<file path="src/hdl/dac_mode_consts.svh">
// constants for the dac mode control block: offsets, fields, resets, timing
// assumes inclusion by bare name from design files
`ifndef DAC_MODE_CONSTS_SVH
`define DAC_MODE_CONSTS_SVH

// register addresses on the control port
`define ADDR_CLOCK_FORMAT     5'h00
`define ADDR_SPEED_MUTE       5'h01
`define ADDR_FACTORY_TEST     5'h02
// fixed frame prefix: chip address 01, direction 1
`define FRAME_PREFIX          3'h3
`define FRAME_BITS            5'h10
// reset values
`define RESET_CLOCK_FORMAT    8'h01
`define RESET_SPEED_MUTE      8'h00
`define RESET_FACTORY_TEST    8'h00
// field positions
`define TIMING_RESET_BIT      0
`define FORMAT_LSB            1
`define RATIO_LSB             4
`define MUTE_BIT              0
`define DEEMPH_LSB            1
`define SPEED_BIT             3
// soft mute ramp length in frame-clock cycles
`define MUTE_RAMP_CYCLES      1024
// master clock deemed absent after this many system clocks without an edge
`define MCLK_TIMEOUT_CYCLES   64
// frame clock deemed absent after this many clocks (above the 33 us frame)
`define FCLK_TIMEOUT_CYCLES   8192

`endif

</file>
<file path="src/hdl/dac_mode_pkg.sv">
// types shared by the dac mode control block
// assumes nothing outside itself
package dac_mode_pkg;
    typedef enum logic [2:0] {
        FMT_LSB16, FMT_LSB20, FMT_MSB24, FMT_I2S, FMT_LSB24
    } format_t;
    typedef enum logic [2:0] {
        DEEMPH_OFF, DEEMPH_32K, DEEMPH_441K, DEEMPH_48K, DEEMPH_96K
    } deemph_t;
    typedef enum logic [1:0] {
        POWER_DOWN, WAIT_CLOCKS, WAIT_FRAME, RUNNING
    } power_t;
endpackage

</file>
<file path="src/hdl/dac_mode_control.sv">
// mode control of a stereo dac: serial control port, registers, mute ramp
// assumes all pins are asynchronous to clock, a 200 MHz system clock
//
// Overview of operation
// - mute request ramps attenuation up over 1024 frames
// - mute release ramps attenuation back to 0dB
// - early release reverses ramp from current level
// - power-down pin low: power down, outputs floating
// - wait for both clocks, start on frame rise
// - format, ratio, speed: pin ORed with register
// - serial port only when serial/parallel select low
// - sample data on control clock rising edge
// - commit register on chip select rising edge
// - power-down pin low restores register defaults
// - timing reset bit resets timing only
// - ignore writes in power-down or without master clock
// - write only, fixed prefix 011
// - register 00H layout and default 01H
// - register 01H layout and default zero
// - speed bit: 0 normal, 1 double; modes default 0
// - format codes: 16 LSB, 20 LSB, 24 MSB, I2S, 24 LSB
// - de-emphasis decode depends on speed
// - ratio codes map to master clock ratios
`timescale 1ns/1ps
`include "dac_mode_consts.svh"
module dac_mode_control #(
    parameter int RAMP_CYCLES   = `MUTE_RAMP_CYCLES,
    parameter int MCLK_TIMEOUT  = `MCLK_TIMEOUT_CYCLES,
    parameter int FCLK_TIMEOUT  = `FCLK_TIMEOUT_CYCLES
) (
    // system clock and reset
    input  wire logic              clock,
    input  wire logic              rst_n,
    // device pins
    input  wire logic              power_down_pin_n,
    input  wire logic              serialSelectN,
    input  wire logic              masterClock,
    input  wire logic              frame_clock,
    // mode pins; format, ratio and speed ORed with register bits, de-emphasis and mute used outside serial mode
    input  wire logic [2:0]        formatPins,
    input  wire logic [2:0]        ratioPins,
    input  wire logic              speedPin,
    input  wire logic [1:0]        deemphPins,
    input  wire logic              mutePin,
    // three-wire control port
    input  wire logic              control_select_n,
    input  wire logic              control_clock,
    input  wire logic              control_data_in,
    // decoded settings
    output dac_mode_pkg::format_t  format_select,
    output logic [2:0]             clock_ratio_select,
    output logic [9:0]             ratioFs,
    output logic                   speed_select,
    output dac_mode_pkg::deemph_t  deemphasis_select,
    // state to the audio path
    output logic                   poweredUp,
    output logic                   timingRunN,
    output logic                   analogOutEnN,
    output logic [10:0]            attenuation,
    output logic                   muteDone
);
    import dac_mode_pkg::*;

    localparam int AW = $clog2(RAMP_CYCLES + 1);
    localparam int MW = $clog2(MCLK_TIMEOUT + 1);
    localparam int LW = $clog2(FCLK_TIMEOUT + 1);

    // ****************************************************
    // reset release and pin synchronisers
    // ****************************************************
    logic rstMeta_q;
    logic rstSync_q;
    logic resetN;

    // async assert, two-flop release
    always_ff @(posedge clock or negedge rst_n) begin
        if (!rst_n) begin
            rstMeta_q <= 1'b0;
            rstSync_q <= 1'b0;
        end else begin
            rstMeta_q <= 1'b1;
            rstSync_q <= rstMeta_q;
        end
    end
    assign resetN = rstSync_q;

    logic pwrLvl, serLvl, mclkRise, fclkRise, cselLvl, cselRise;
    logic cselFall, sclkRise, cdatLvl, muteLvl, spdLvl;
    logic [2:0] fmtLvl, ratLvl;
    logic [1:0] demLvl;

    // one synchroniser per asynchronous pin
    edge_sync pwrS  (.clock(clock), .resetN(resetN),
        .pinIn(power_down_pin_n), .level(pwrLvl), .rise(), .fall());
    edge_sync serS  (.clock(clock), .resetN(resetN),
        .pinIn(serialSelectN), .level(serLvl), .rise(), .fall());
    edge_sync mclkS (.clock(clock), .resetN(resetN),
        .pinIn(masterClock), .level(), .rise(mclkRise), .fall());
    edge_sync fclkS (.clock(clock), .resetN(resetN),
        .pinIn(frame_clock), .level(), .rise(fclkRise), .fall());
    edge_sync cselS (.clock(clock), .resetN(resetN),
        .pinIn(control_select_n), .level(cselLvl), .rise(cselRise),
        .fall(cselFall));
    edge_sync sclkS (.clock(clock), .resetN(resetN),
        .pinIn(control_clock), .level(), .rise(sclkRise), .fall());
    edge_sync cdatS (.clock(clock), .resetN(resetN),
        .pinIn(control_data_in), .level(cdatLvl), .rise(), .fall());
    edge_sync muteS (.clock(clock), .resetN(resetN),
        .pinIn(mutePin), .level(muteLvl), .rise(), .fall());
    edge_sync spdS  (.clock(clock), .resetN(resetN),
        .pinIn(speedPin), .level(spdLvl), .rise(), .fall());

    // format and ratio buses share one generate loop of synchronisers; de-emphasis has its own
    genvar g;
    generate
        for (g = 0; g < 3; g++) begin : modeSync
            edge_sync fS (.clock(clock), .resetN(resetN),
                .pinIn(formatPins[g]), .level(fmtLvl[g]), .rise(), .fall());
            edge_sync rS (.clock(clock), .resetN(resetN),
                .pinIn(ratioPins[g]), .level(ratLvl[g]), .rise(), .fall());
        end
        for (g = 0; g < 2; g++) begin : demSync
            edge_sync dS (.clock(clock), .resetN(resetN),
                .pinIn(deemphPins[g]), .level(demLvl[g]), .rise(), .fall());
        end
    endgenerate

    // ****************************************************
    // clock presence detection
    // ****************************************************
    logic [MW-1:0] mclkAge_q;
    logic [LW-1:0] fclkAge_q;
    logic          mclkPresent;
    logic          fclkPresent;

    // age counters restart on each rising edge and saturate at the timeout
    always_ff @(posedge clock or negedge resetN) begin
        if (!resetN) begin
            mclkAge_q <= MW'(MCLK_TIMEOUT);
            fclkAge_q <= LW'(FCLK_TIMEOUT);
        end else begin
            if (mclkRise)
                mclkAge_q <= '0;
            else if (mclkAge_q != MW'(MCLK_TIMEOUT))
                mclkAge_q <= mclkAge_q + 1'b1;
            if (fclkRise)
                fclkAge_q <= '0;
            else if (fclkAge_q != LW'(FCLK_TIMEOUT))
                fclkAge_q <= fclkAge_q + 1'b1;
        end
    end
    assign mclkPresent = (mclkAge_q != MW'(MCLK_TIMEOUT));
    assign fclkPresent = (fclkAge_q != LW'(FCLK_TIMEOUT));

    // ****************************************************
    // serial control port
    // ****************************************************
    logic [15:0] shift_q;
    logic [4:0]  bitCount_q;
    logic        frameOpen_q;
    logic        serialMode;
    logic        commit;

    assign serialMode = ~serLvl;
    // frame opens on select fall; bits taken on control clock rise
    always_ff @(posedge clock or negedge resetN) begin
        if (!resetN) begin
            shift_q     <= '0;
            bitCount_q  <= '0;
            frameOpen_q <= 1'b0;
        end else if (cselFall) begin
            bitCount_q  <= '0;
            frameOpen_q <= 1'b1;
        end else if (cselRise) begin
            frameOpen_q <= 1'b0;
        end else if (frameOpen_q && !cselLvl && sclkRise) begin
            shift_q <= {shift_q[14:0], cdatLvl};
            if (bitCount_q != `FRAME_BITS)
                bitCount_q <= bitCount_q + 1'b1;
        end
    end

    // write taken only on select rise with full frame and good prefix
    assign commit = cselRise && frameOpen_q && serialMode
        && bitCount_q == `FRAME_BITS
        && shift_q[15:13] == `FRAME_PREFIX
        && pwrLvl && mclkPresent;

    // ****************************************************
    // registers
    // ****************************************************
    logic [7:0] clockFormat_q;
    logic [7:0] speedMute_q;
    logic [7:0] factoryTest_q;

    // power-down pin returns every register to default
    always_ff @(posedge clock or negedge resetN) begin
        if (!resetN) begin
            clockFormat_q <= `RESET_CLOCK_FORMAT;
            speedMute_q   <= `RESET_SPEED_MUTE;
            factoryTest_q <= `RESET_FACTORY_TEST;
        end else if (!pwrLvl) begin
            clockFormat_q <= `RESET_CLOCK_FORMAT;
            speedMute_q   <= `RESET_SPEED_MUTE;
            factoryTest_q <= `RESET_FACTORY_TEST;
        end else if (commit) begin
            unique case (shift_q[12:8])
                `ADDR_CLOCK_FORMAT: clockFormat_q <= {1'b0, shift_q[6:0]};
                `ADDR_SPEED_MUTE:   speedMute_q   <= {4'h0, shift_q[3:0]};
                `ADDR_FACTORY_TEST: factoryTest_q <= shift_q[7:0];
                default: ; // unmapped addresses ignored
            endcase
        end
    end

    // ****************************************************
    // mode decode
    // ****************************************************
    logic [2:0] fmtEff, ratEff;
    logic       spdEff;
    logic [1:0] demEff;
    logic       muteReq;

    // pins ORed with register bits in either mode
    assign fmtEff = fmtLvl | clockFormat_q[`FORMAT_LSB +: 3];
    assign ratEff = ratLvl | clockFormat_q[`RATIO_LSB +: 3];
    assign spdEff = spdLvl | speedMute_q[`SPEED_BIT];
    // de-emphasis and mute come from register in serial mode, else pins
    assign demEff = serialMode ? speedMute_q[`DEEMPH_LSB +: 2] : demLvl;
    assign muteReq = serialMode ? speedMute_q[`MUTE_BIT] : muteLvl;

    // decoded settings registered straight to outputs
    always_ff @(posedge clock or negedge resetN) begin
        if (!resetN) begin
            format_select      <= FMT_LSB16;
            clock_ratio_select <= 3'h0;
            ratioFs            <= 10'h100;
            speed_select       <= 1'b0;
            deemphasis_select  <= DEEMPH_441K;
        end else begin
            unique case (fmtEff)
                3'h0: format_select <= FMT_LSB16;
                3'h1: format_select <= FMT_LSB20;
                3'h2: format_select <= FMT_MSB24;
                3'h3: format_select <= FMT_I2S;
                default: format_select <= FMT_LSB24; // codes above 4 alias
            endcase
            clock_ratio_select <= ratEff;
            speed_select       <= spdEff;
            // zero marks a ratio with no valid double-speed use
            unique case ({spdEff, ratEff})
                4'h0, 4'h1:       ratioFs <= 10'h100;
                4'h2, 4'h3:       ratioFs <= 10'h180;
                4'h4, 4'h5:       ratioFs <= 10'h200;
                4'h6, 4'h7:       ratioFs <= 10'h300;
                4'h8:             ratioFs <= 10'h080;
                4'h9, 4'hc:       ratioFs <= 10'h100;
                4'ha:             ratioFs <= 10'h0c0;
                4'hb, 4'he:       ratioFs <= 10'h180;
                default:          ratioFs <= 10'h000;
            endcase
            unique case ({spdEff, demEff})
                3'h0: deemphasis_select <= DEEMPH_441K;
                3'h2: deemphasis_select <= DEEMPH_48K;
                3'h3: deemphasis_select <= DEEMPH_32K;
                3'h6: deemphasis_select <= DEEMPH_96K;
                default: deemphasis_select <= DEEMPH_OFF;
            endcase
        end
    end

    // ****************************************************
    // power and timing sequencing
    // ****************************************************
    power_t powerState_q;

    // hold powered down until both clocks run, then start on frame rise
    always_ff @(posedge clock or negedge resetN) begin
        if (!resetN) begin
            powerState_q <= POWER_DOWN;
        end else if (!pwrLvl) begin
            powerState_q <= POWER_DOWN;
        end else begin
            unique case (powerState_q)
                POWER_DOWN:  powerState_q <= WAIT_CLOCKS;
                WAIT_CLOCKS: if (mclkPresent && fclkPresent)
                    powerState_q <= WAIT_FRAME;
                WAIT_FRAME:  if (!mclkPresent || !fclkPresent)
                    powerState_q <= WAIT_CLOCKS;
                else if (fclkRise)
                    powerState_q <= RUNNING;
                RUNNING:     if (!mclkPresent || !fclkPresent)
                    powerState_q <= WAIT_CLOCKS;
            endcase
        end
    end

    // timing reset bit gates timing only; registers keep their values
    always_ff @(posedge clock or negedge resetN) begin
        if (!resetN) begin
            poweredUp    <= 1'b0;
            timingRunN   <= 1'b0;
            analogOutEnN <= 1'b1;
        end else begin
            poweredUp    <= (powerState_q == RUNNING);
            timingRunN   <= (powerState_q == RUNNING)
                && clockFormat_q[`TIMING_RESET_BIT];
            analogOutEnN <= !pwrLvl;
        end
    end

    // ****************************************************
    // soft mute ramp
    // ****************************************************
    logic [AW-1:0] ramp_q;

    // one step per frame rise, either direction; reversal is immediate
    always_ff @(posedge clock or negedge resetN) begin
        if (!resetN) begin
            ramp_q <= '0;
        end else if (powerState_q != RUNNING) begin
            ramp_q <= muteReq ? AW'(RAMP_CYCLES) : '0;
        end else if (fclkRise) begin
            if (muteReq && ramp_q != AW'(RAMP_CYCLES))
                ramp_q <= ramp_q + 1'b1;
            else if (!muteReq && ramp_q != '0)
                ramp_q <= ramp_q - 1'b1;
        end
    end

    // attenuation step count out, zero is 0dB, full count is full mute
    always_ff @(posedge clock or negedge resetN) begin
        if (!resetN) begin
            attenuation <= '0;
            muteDone    <= 1'b0;
        end else begin
            attenuation <= 11'(ramp_q);
            muteDone    <= (ramp_q == AW'(RAMP_CYCLES));
        end
    end
endmodule

</file>
<file path="src/hdl/edge_sync.sv">
// two-flop synchroniser with rise and fall detection
// assumes the input is asynchronous to clock
`timescale 1ns/1ps
module edge_sync (
    // clock and reset
    input  wire logic clock,
    input  wire logic resetN,
    // pin in
    input  wire logic pinIn,
    // synchronised level and edges
    output logic      level,
    output logic      rise,
    output logic      fall
);
    logic meta_q;
    logic sync_q;

    // first flop feeds only the second; level is a third flop, edges compare the second with level
    always_ff @(posedge clock or negedge resetN) begin
        if (!resetN) begin
            meta_q <= 1'b1;
            sync_q <= 1'b1;
            level  <= 1'b1;
        end else begin
            meta_q <= pinIn;
            sync_q <= meta_q;
            level  <= sync_q;
        end
    end

    assign rise = sync_q & ~level;
    assign fall = ~sync_q & level;
endmodule

</file>
<file path="config.mk">
export PLATFORM = sky130hd
export DESIGN_NAME = dac_mode_control
export DESIGN_NICKNAME = d
export VERILOG_FILES = /design/src/hdl/dac_mode_pkg.sv /design/src/hdl/dac_mode_control.sv /design/src/hdl/edge_sync.sv
export VERILOG_INCLUDE_DIRS = /design/src /design/src/hdl
export SDC_FILE = /design/constraint.sdc
export NUM_CORES = 1
export LEC_CHECK = 0
export BUFFER_PORTS_ARGS = -buffer_cell sky130_fd_sc_hd__buf_2
export CELL_PAD_IN_SITES_DETAIL_PLACEMENT = 0
export CELL_PAD_IN_SITES_GLOBAL_PLACEMENT = 1
export CORE_MARGIN = 4
export CORE_UTILIZATION = 38
export CTS_CLUSTER_DIAMETER = 50
export DETAILED_ROUTE_END_ITERATION = 8
export PLACE_DENSITY = 0.74
export SYNTH_ARGS = -nofsm -noshare
export SYNTH_HDL_FRONTEND = slang
export SYNTH_SLANG_ARGS = --single-unit
</file>
<file path="constraint.sdc">
create_clock -name clock -period 5.5 [get_ports clock]
set_input_delay 0.275 -clock clock [delete_from_list [all_inputs] [get_ports clock]]
set_output_delay 0.275 -clock clock [all_outputs]
set_load 0.01 [all_outputs]
</file>
# [Yosys cells after proc, flatten, opt, wreduce, memory -nomap -nowiden]
# Memories as Yosys holds them, arrays and structs flattened. A register that Yosys moved wholly into a read port is not among the register bits.
# Index checks and enable logic that the tools add are counted.
[op_classes] n_reduce_logical=37 n_bitwise=16 addsub=5 n_mux=31 n_eq_ne=25
[ops] operator="11-bit 2-to-1 mux" n=5
[ops] operator="7-bit 2-to-1 mux" n=5
[ops] operator="14-bit 2-to-1 mux" n=2
[ops] operator="3-bit one-hot mux with 4 select lines" n=2
[ops] operator="5-bit 2-to-1 mux" n=4
[ops] operator="3-bit by 2-bit == test with 1-bit output (second input constant)" n=5
[ops] operator="14-bit by 1-bit adder with 14-bit output (second input constant)" n=1
[ops] operator="14-bit inequality test (second input constant)" n=1
[ops] operator="1-bit logical AND" n=12
[ops] operator="2-bit 2-to-1 mux" n=6
[ops] operator="4-bit 2-to-1 mux" n=3
[ops] operator="2-bit nonzero test" n=6
[ops] operator="11-bit by 1-bit adder with 11-bit output (second input constant)" n=1
[ops] operator="11-bit == test (second input constant)" n=1
[ops] operator="11-bit inequality test (second input constant)" n=1
[ops] operator="11-bit nonzero test" n=1
[ops] operator="11-bit by 1-bit subtractor with 11-bit output (second input constant)" n=1
[ops] operator="3-bit AND reduction" n=3
[ops] operator="2-bit inequality test (second input constant)" n=4
[ops] operator="1-bit NOT" n=8
[ops] operator="2-bit one-hot mux with 4 select lines" n=1
[ops] operator="7-bit by 1-bit adder with 7-bit output (second input constant)" n=1
[ops] operator="7-bit inequality test (second input constant)" n=1
[ops] operator="1-bit zero test" n=6
[ops] operator="21 further kinds" n=33
[word_totals] n_memories=1 rom_bits=64 regBits=155
[memory_table] memory="(name not given)" depth=16 width=4 read_ports=1 rd_clocked_by_memory_dff=1 wr=0 line_no="dac_mode_control.sv:251" text="unique case ({spdEff, ratEff})"

# [Logic depth before layout (Yosys ltp)]
[depth] word_depth=10 mapped_depth=11 depth_no_buf=10

# [By module]
# A second synthesis with hierarchy kept.
[hier_totals] hier_cells=505 hier_area_um2=6216.0
[modules_own_cells] module="dac_mode_control" area_each_um2=4620.7 seq_area_each_um2=2459.9 instances=1 cells_each=420
[modules_own_cells] module="edge_sync" area_each_um2=93.8 seq_area_each_um2=78.8 instances=17 cells_each=5

# [Worst setup path after synthesis]
# No wires, ideal clock.
[synth_timing] path_kind="register to register" startpoint="register ramp_q[0]" endpoint="register ramp_q[10]" arrival_ns=2.640 required_time_ns=5.369 synth_period_minus_slack_ns=2.771 n_path_buf=0 path_stages_with_launch=11 setup_slack_ns=2.729 setup_time_ns=0.131 path_cell_list="dfrtp_1 nor4_1 and4_1 and2_1 or2_2 fa_1 a21o_1 a221oi_1 o21ai_0 a41oi_1 nand3_1"
[synth_via] elab_chain_len=5 word_cells_on_any_way=12 classes_between="add/sub (2); eq/ne (1); mux (4); reduce/logical (5)"
[synth_lines] item="start, declared" line_no="dac_mode_control.sv:315" text="logic [AW-1:0] ramp_q;"
[synth_lines] item="start signal, assigned" line_no="dac_mode_control.sv:322" text="ramp_q <= muteReq ? AW'(RAMP_CYCLES) : '0;"
[synth_lines] item="start signal, assigned" line_no="dac_mode_control.sv:325" text="ramp_q <= ramp_q + 1'b1;"
[synth_lines] item="start signal, assigned" line_no="dac_mode_control.sv:327" text="ramp_q <= ramp_q - 1'b1;"
[synth_lines] item="11-bit by 1-bit subtractor with 11-bit output / 11-bit inequality test (equally long branches)" line_no="dac_mode_control.sv:327, dac_mode_control.sv:324"
[synth_lines] item="11-bit 2-to-1 mux / 1-bit logical AND (equally long branches)" line_no="dac_mode_control.sv:326, dac_mode_control.sv:324"
[synth_lines] item="11-bit 2-to-1 mux" line_no="dac_mode_control.sv:324" text="if (muteReq && ramp_q != AW'(RAMP_CYCLES))"
[synth_lines] item="11-bit 2-to-1 mux" line_no="dac_mode_control.sv:323" text="end else if (fclkRise) begin"
[synth_lines] item="11-bit 2-to-1 mux" line_no="dac_mode_control.sv:321" text="end else if (powerState_q != RUNNING) begin"
# Parallel ways exist; a longest one is shown, timed or not. The select of a mux whose other input is x is not followed.
# A chain may end at the register's enable or synchronous reset.

# [Worst setup path after layout]
[layout_timing] startpoint="register ramp_q[1]" endpoint="register ramp_q[8]"
# The elaborated chain is that of the path after synthesis.

==> metrics.md <==
| Metric | Value |
|---|---|
| Clock Tree Root | clkbuf_16 |
| Clock skew | 6.89 ps |
| Core outline area | approximately 0.015 mm2 |
| Clock latency on the worst-skew pair | 420 ps |
| TritonCTS clock tree | done |
| GP Congestion | 0.836 |
| Outcome | complete, no violations |
| Combinational share of power | 0.075 |
| Largest net degree at the start of global routing | 80 |
| CTS Buf Count | 17 |
| Number of enable flip-flop cells after synthesis | 0 |
| Final hold slack | 164 ps |
| Maxcap violations | 0 |
| Die ar. | 0.0181 mm2 |
| H-tree depth | 4 |
| Post-DRT Antenna Nets | 0 |
| Global-route wire length before repair | 18.0 mm |
| Number of cells on the worst reg-to-reg path | 9 |
| Leakage Power | between 3 and 4 nW |
| Tcrit/Tclk final | 0.591 |
| Int Power | 2.05 mW |
| VDD IR-drop max | 0.000230 V |
| R2r startpoint | ramp_q[1] |
| Final hold vios | 0 |
| Site Rows | between 40 and 50 |
| Power share of the clock group | 0.461 |
| Slew headroom | 0.379 |
| Setup Viol. Count Final | 0 |
| PortBufs | between 40 and 50 |
| F_max | 0.308 GHz |
| Finished Core Util | 0.475 |
| PwrDens | about 360 mW/mm2 |
| CTS Sinks | about 150 |
| Worst Path Required | 5820 ps |
| # DRC | 0 |
| Sw Share | 0.234 |
| Die width | around 130 um |
| Max clock buf depth | 2 |
| Ratio of cells with drive above 1 in the final layout | 0.297 |
| I/O pins | 54 |
| Mean post-synth cell area | 12.4 um2 |
| Slew @ Worst Pin | 931 ps |
| Via count | 3,731 |
| Crit start category | register |
| Starting Density | 0.394 |
| CP Capture Type | register |
| Syn-to-layout area delta | 20.7% |
| Register cell area after layout | 0.00380 mm2 |
| R2R Path End | ramp_q[8] |
| RSZ-0062 raised after global routing | false |
| Post-synth top area share | 0.379 |
| Yosys cell types | 61 |
| Hold_buf cts | 18 |
| Sequential share of power | 0.465 |
| Die Y-Extent | 134 um |
| Routed len/inst | 13.2 um |
| Fillcell total | between 1,000 and 1,500 |
| CP Max Fanout | 11 |
| Worst path arrival time | 3570 ps |
| Initial antenna violation count | 0 |
| Multi-input logic area | 0.00213 mm2 |
| Router iterations before antenna repair | 4 |
| Synth warn | 0 |
| Dpl hpwl | between 6 and 7 mm |
| Cell taking the most area after synthesis | dfrtp_1 |
| Top post-synthesis cells by area | dfrtp_1, dfstp_2, ha_1 |
| Slew Viols, Final | 0 |
| Prevailing post-synth register cell | dfrtp_1 |
| Setup bufs post-CTS | 0 |
| Grt total ovfl | 0 |
| Synth Cell Area | 0.00607 mm2 |
| Fraction of registers with async set/reset | 1.00 |
| Initial DRC Count | between 100 and 150 |
| Fin crit period | 3250 ps |
| HP Class | input pin to asynchronous set/reset pin |
| Global-route usage over all layers | 0.124 |
| Critical path type | register to register |
| Routed wire length | 10.4 mm |
| Synthesized instance count | 489 |
| Setup TNS | 0 ps |
| Post-synthesis sequential area ratio | 0.626 |
| Clock transition at the registers of the reported paths | ~60 ps |
| Post-CTS sizing | 0 |
| Diode count | 0 |
| Vias in the first global route | about 3,800 |
| Total Power | 2.67 mW |
| Vias per cell | 4.74 |
| Nets | 606 |
| Synthesis-stage register bit count | about 150 |
| Setup slack, reg-to-reg | 2250 ps |
| P_sw | roughly 0.63 mW |
## state kept, by name, summed over array words and instances (netlist names), 2 cells and up
name,cells
shift_q,16
clock_ratio_select,3
mclkAge_q,7
speedMute_q,4
powerState_q,2
modeSync.fS.sync_q,3
demSync.dS.sync_q,2
modeSync.fS.meta_q,3
deemphasis_select,3
demSync.dS.level,2
ramp_q,11
format_select,3
attenuation,11
fclkAge_q,14
modeSync.rS.level,3
modeSync.rS.meta_q,3
modeSync.rS.sync_q,3
modeSync.fS.level,3
ratioFs,4
bitCount_q,5
clockFormat_q,7
demSync.dS.meta_q,2
## cell usage after synthesis (2+ instances only)
cell type	n
xor2_1	11
a21oi_1	22
buf_2	3
ha_1	23
nor4_1	4
nand4_1	4
nor3_1	3
nor2_1	51
mux2i_1	16
and2_1	2
xnor2_1	10
or3_1	6
o21ai_0	17
nor4bb_1	2
dfrtp_1	92
nor2b_1	4
dfstp_2	57
mux2_2	17
clkbuf_1	6
buf_4	6
and3_1	7
a21o_1	3
nand3_1	18
o211ai_1	2
inv_1	15
and4_1	2
nand2b_1	4
and4bb_2	2
or2_2	6
nand3b_1	2
nand2_1	36
a211oi_1	2
conb_1	2
o21a_1	5
## critical path: stages (launching register included)
cell and delay, ps:
dfrtp_1 430, nor4_1 450, and4_1 290, and2_1 150
or2_2 260, ha_1 320, and3_1 210, a221oi_1 510
o21ai_0 240, o311ai_1 290
## kinds of logic (layout without fill, tap and decap cells)
logic type	after synthesis	after routing	synth area share
XOR/XNOR	22	22	0.0330
adder cells (fa/ha/maj)	24	24	0.0507
AND/OR/NAND/NOR	161	161	0.136
flip-flops	149	149	0.626
buffers and inverters	33	115	0.0262
AO/OA/AOI/OAI	64	64	0.0674
other	2	7	0.00124
multiplexers	34	34	0.0602
## per-stage QoR
| step | cells | setup slack [ps] | instance area (um2) |
|---|---|---|---|
| final | 787 | 2250 | 7330 |
| after global routing | 787 | 2000 | 7330 |
| after CTS | 787 | 2210 | 7330 |
| after detailed placement | 737 | 2250 | 6510 |
| after global placement | 737 | 2330 | 6510 |
| after floorplan | 494 | 1140 | 6090 |
## worst max path at each step
stage | endpoint | cells past startpoint | start
6_report | ramp_q[8] | 9 | ramp_q[1]
2_1_floorplan | attenuation[0] | 0 | resetN
4_1_cts | ramp_q[8] | 9 | ramp_q[1]
3_5_place_dp | ramp_q[8] | 9 | ramp_q[1]
3_3_place_gp | ramp_q[10] | 10 | ramp_q[0]
5_1_grt | ramp_q[10] | 10 | ramp_q[1]
## layout make-up
cell class,count,area share
flip-flops and latches,149,0.519
multi-input cells,312,0.291
clock buffers,18,0.0599
repair buffers,67,0.0587
well taps,211,0.0360
clock inverters,14,0.0271
inverters,16,0.00819
## placed cells by master, fill, tap and decap left out, drive strengths merged, types with 22 or more instances in the layout
| master | synthesis | routed |
|---|---|---|
| dfrtp | 92 | 92 |
| dfstp | 57 | 57 |
| nor2 | 51 | 51 |
| buf | 10 | 49 |
| nand2 | 36 | 36 |
| ha | 23 | 23 |
| a21oi | 22 | 22 |
## per-layer routing
layer,global-route usage,vias to the layer above,routed length [um]
li1,-,1820,-
met1,0.163,1835,4850
met2,0.192,60,4910
met3,0.0386,16,443
met4,0.0475,0,170
met5,0,-,0
## power by group through the flow
stage               Clock [mW]  Combinational (mW)  Sequential, mW
finish                    1.23               0.200            1.24
detailed placement           0               0.194            1.26
global route              1.31               0.234            1.25
floorplan                    0               0.140            1.25
global placement             0               0.185            1.26
CTS                       1.26               0.204            1.24
Note: power is estimated with default switching activity, not from simulation.
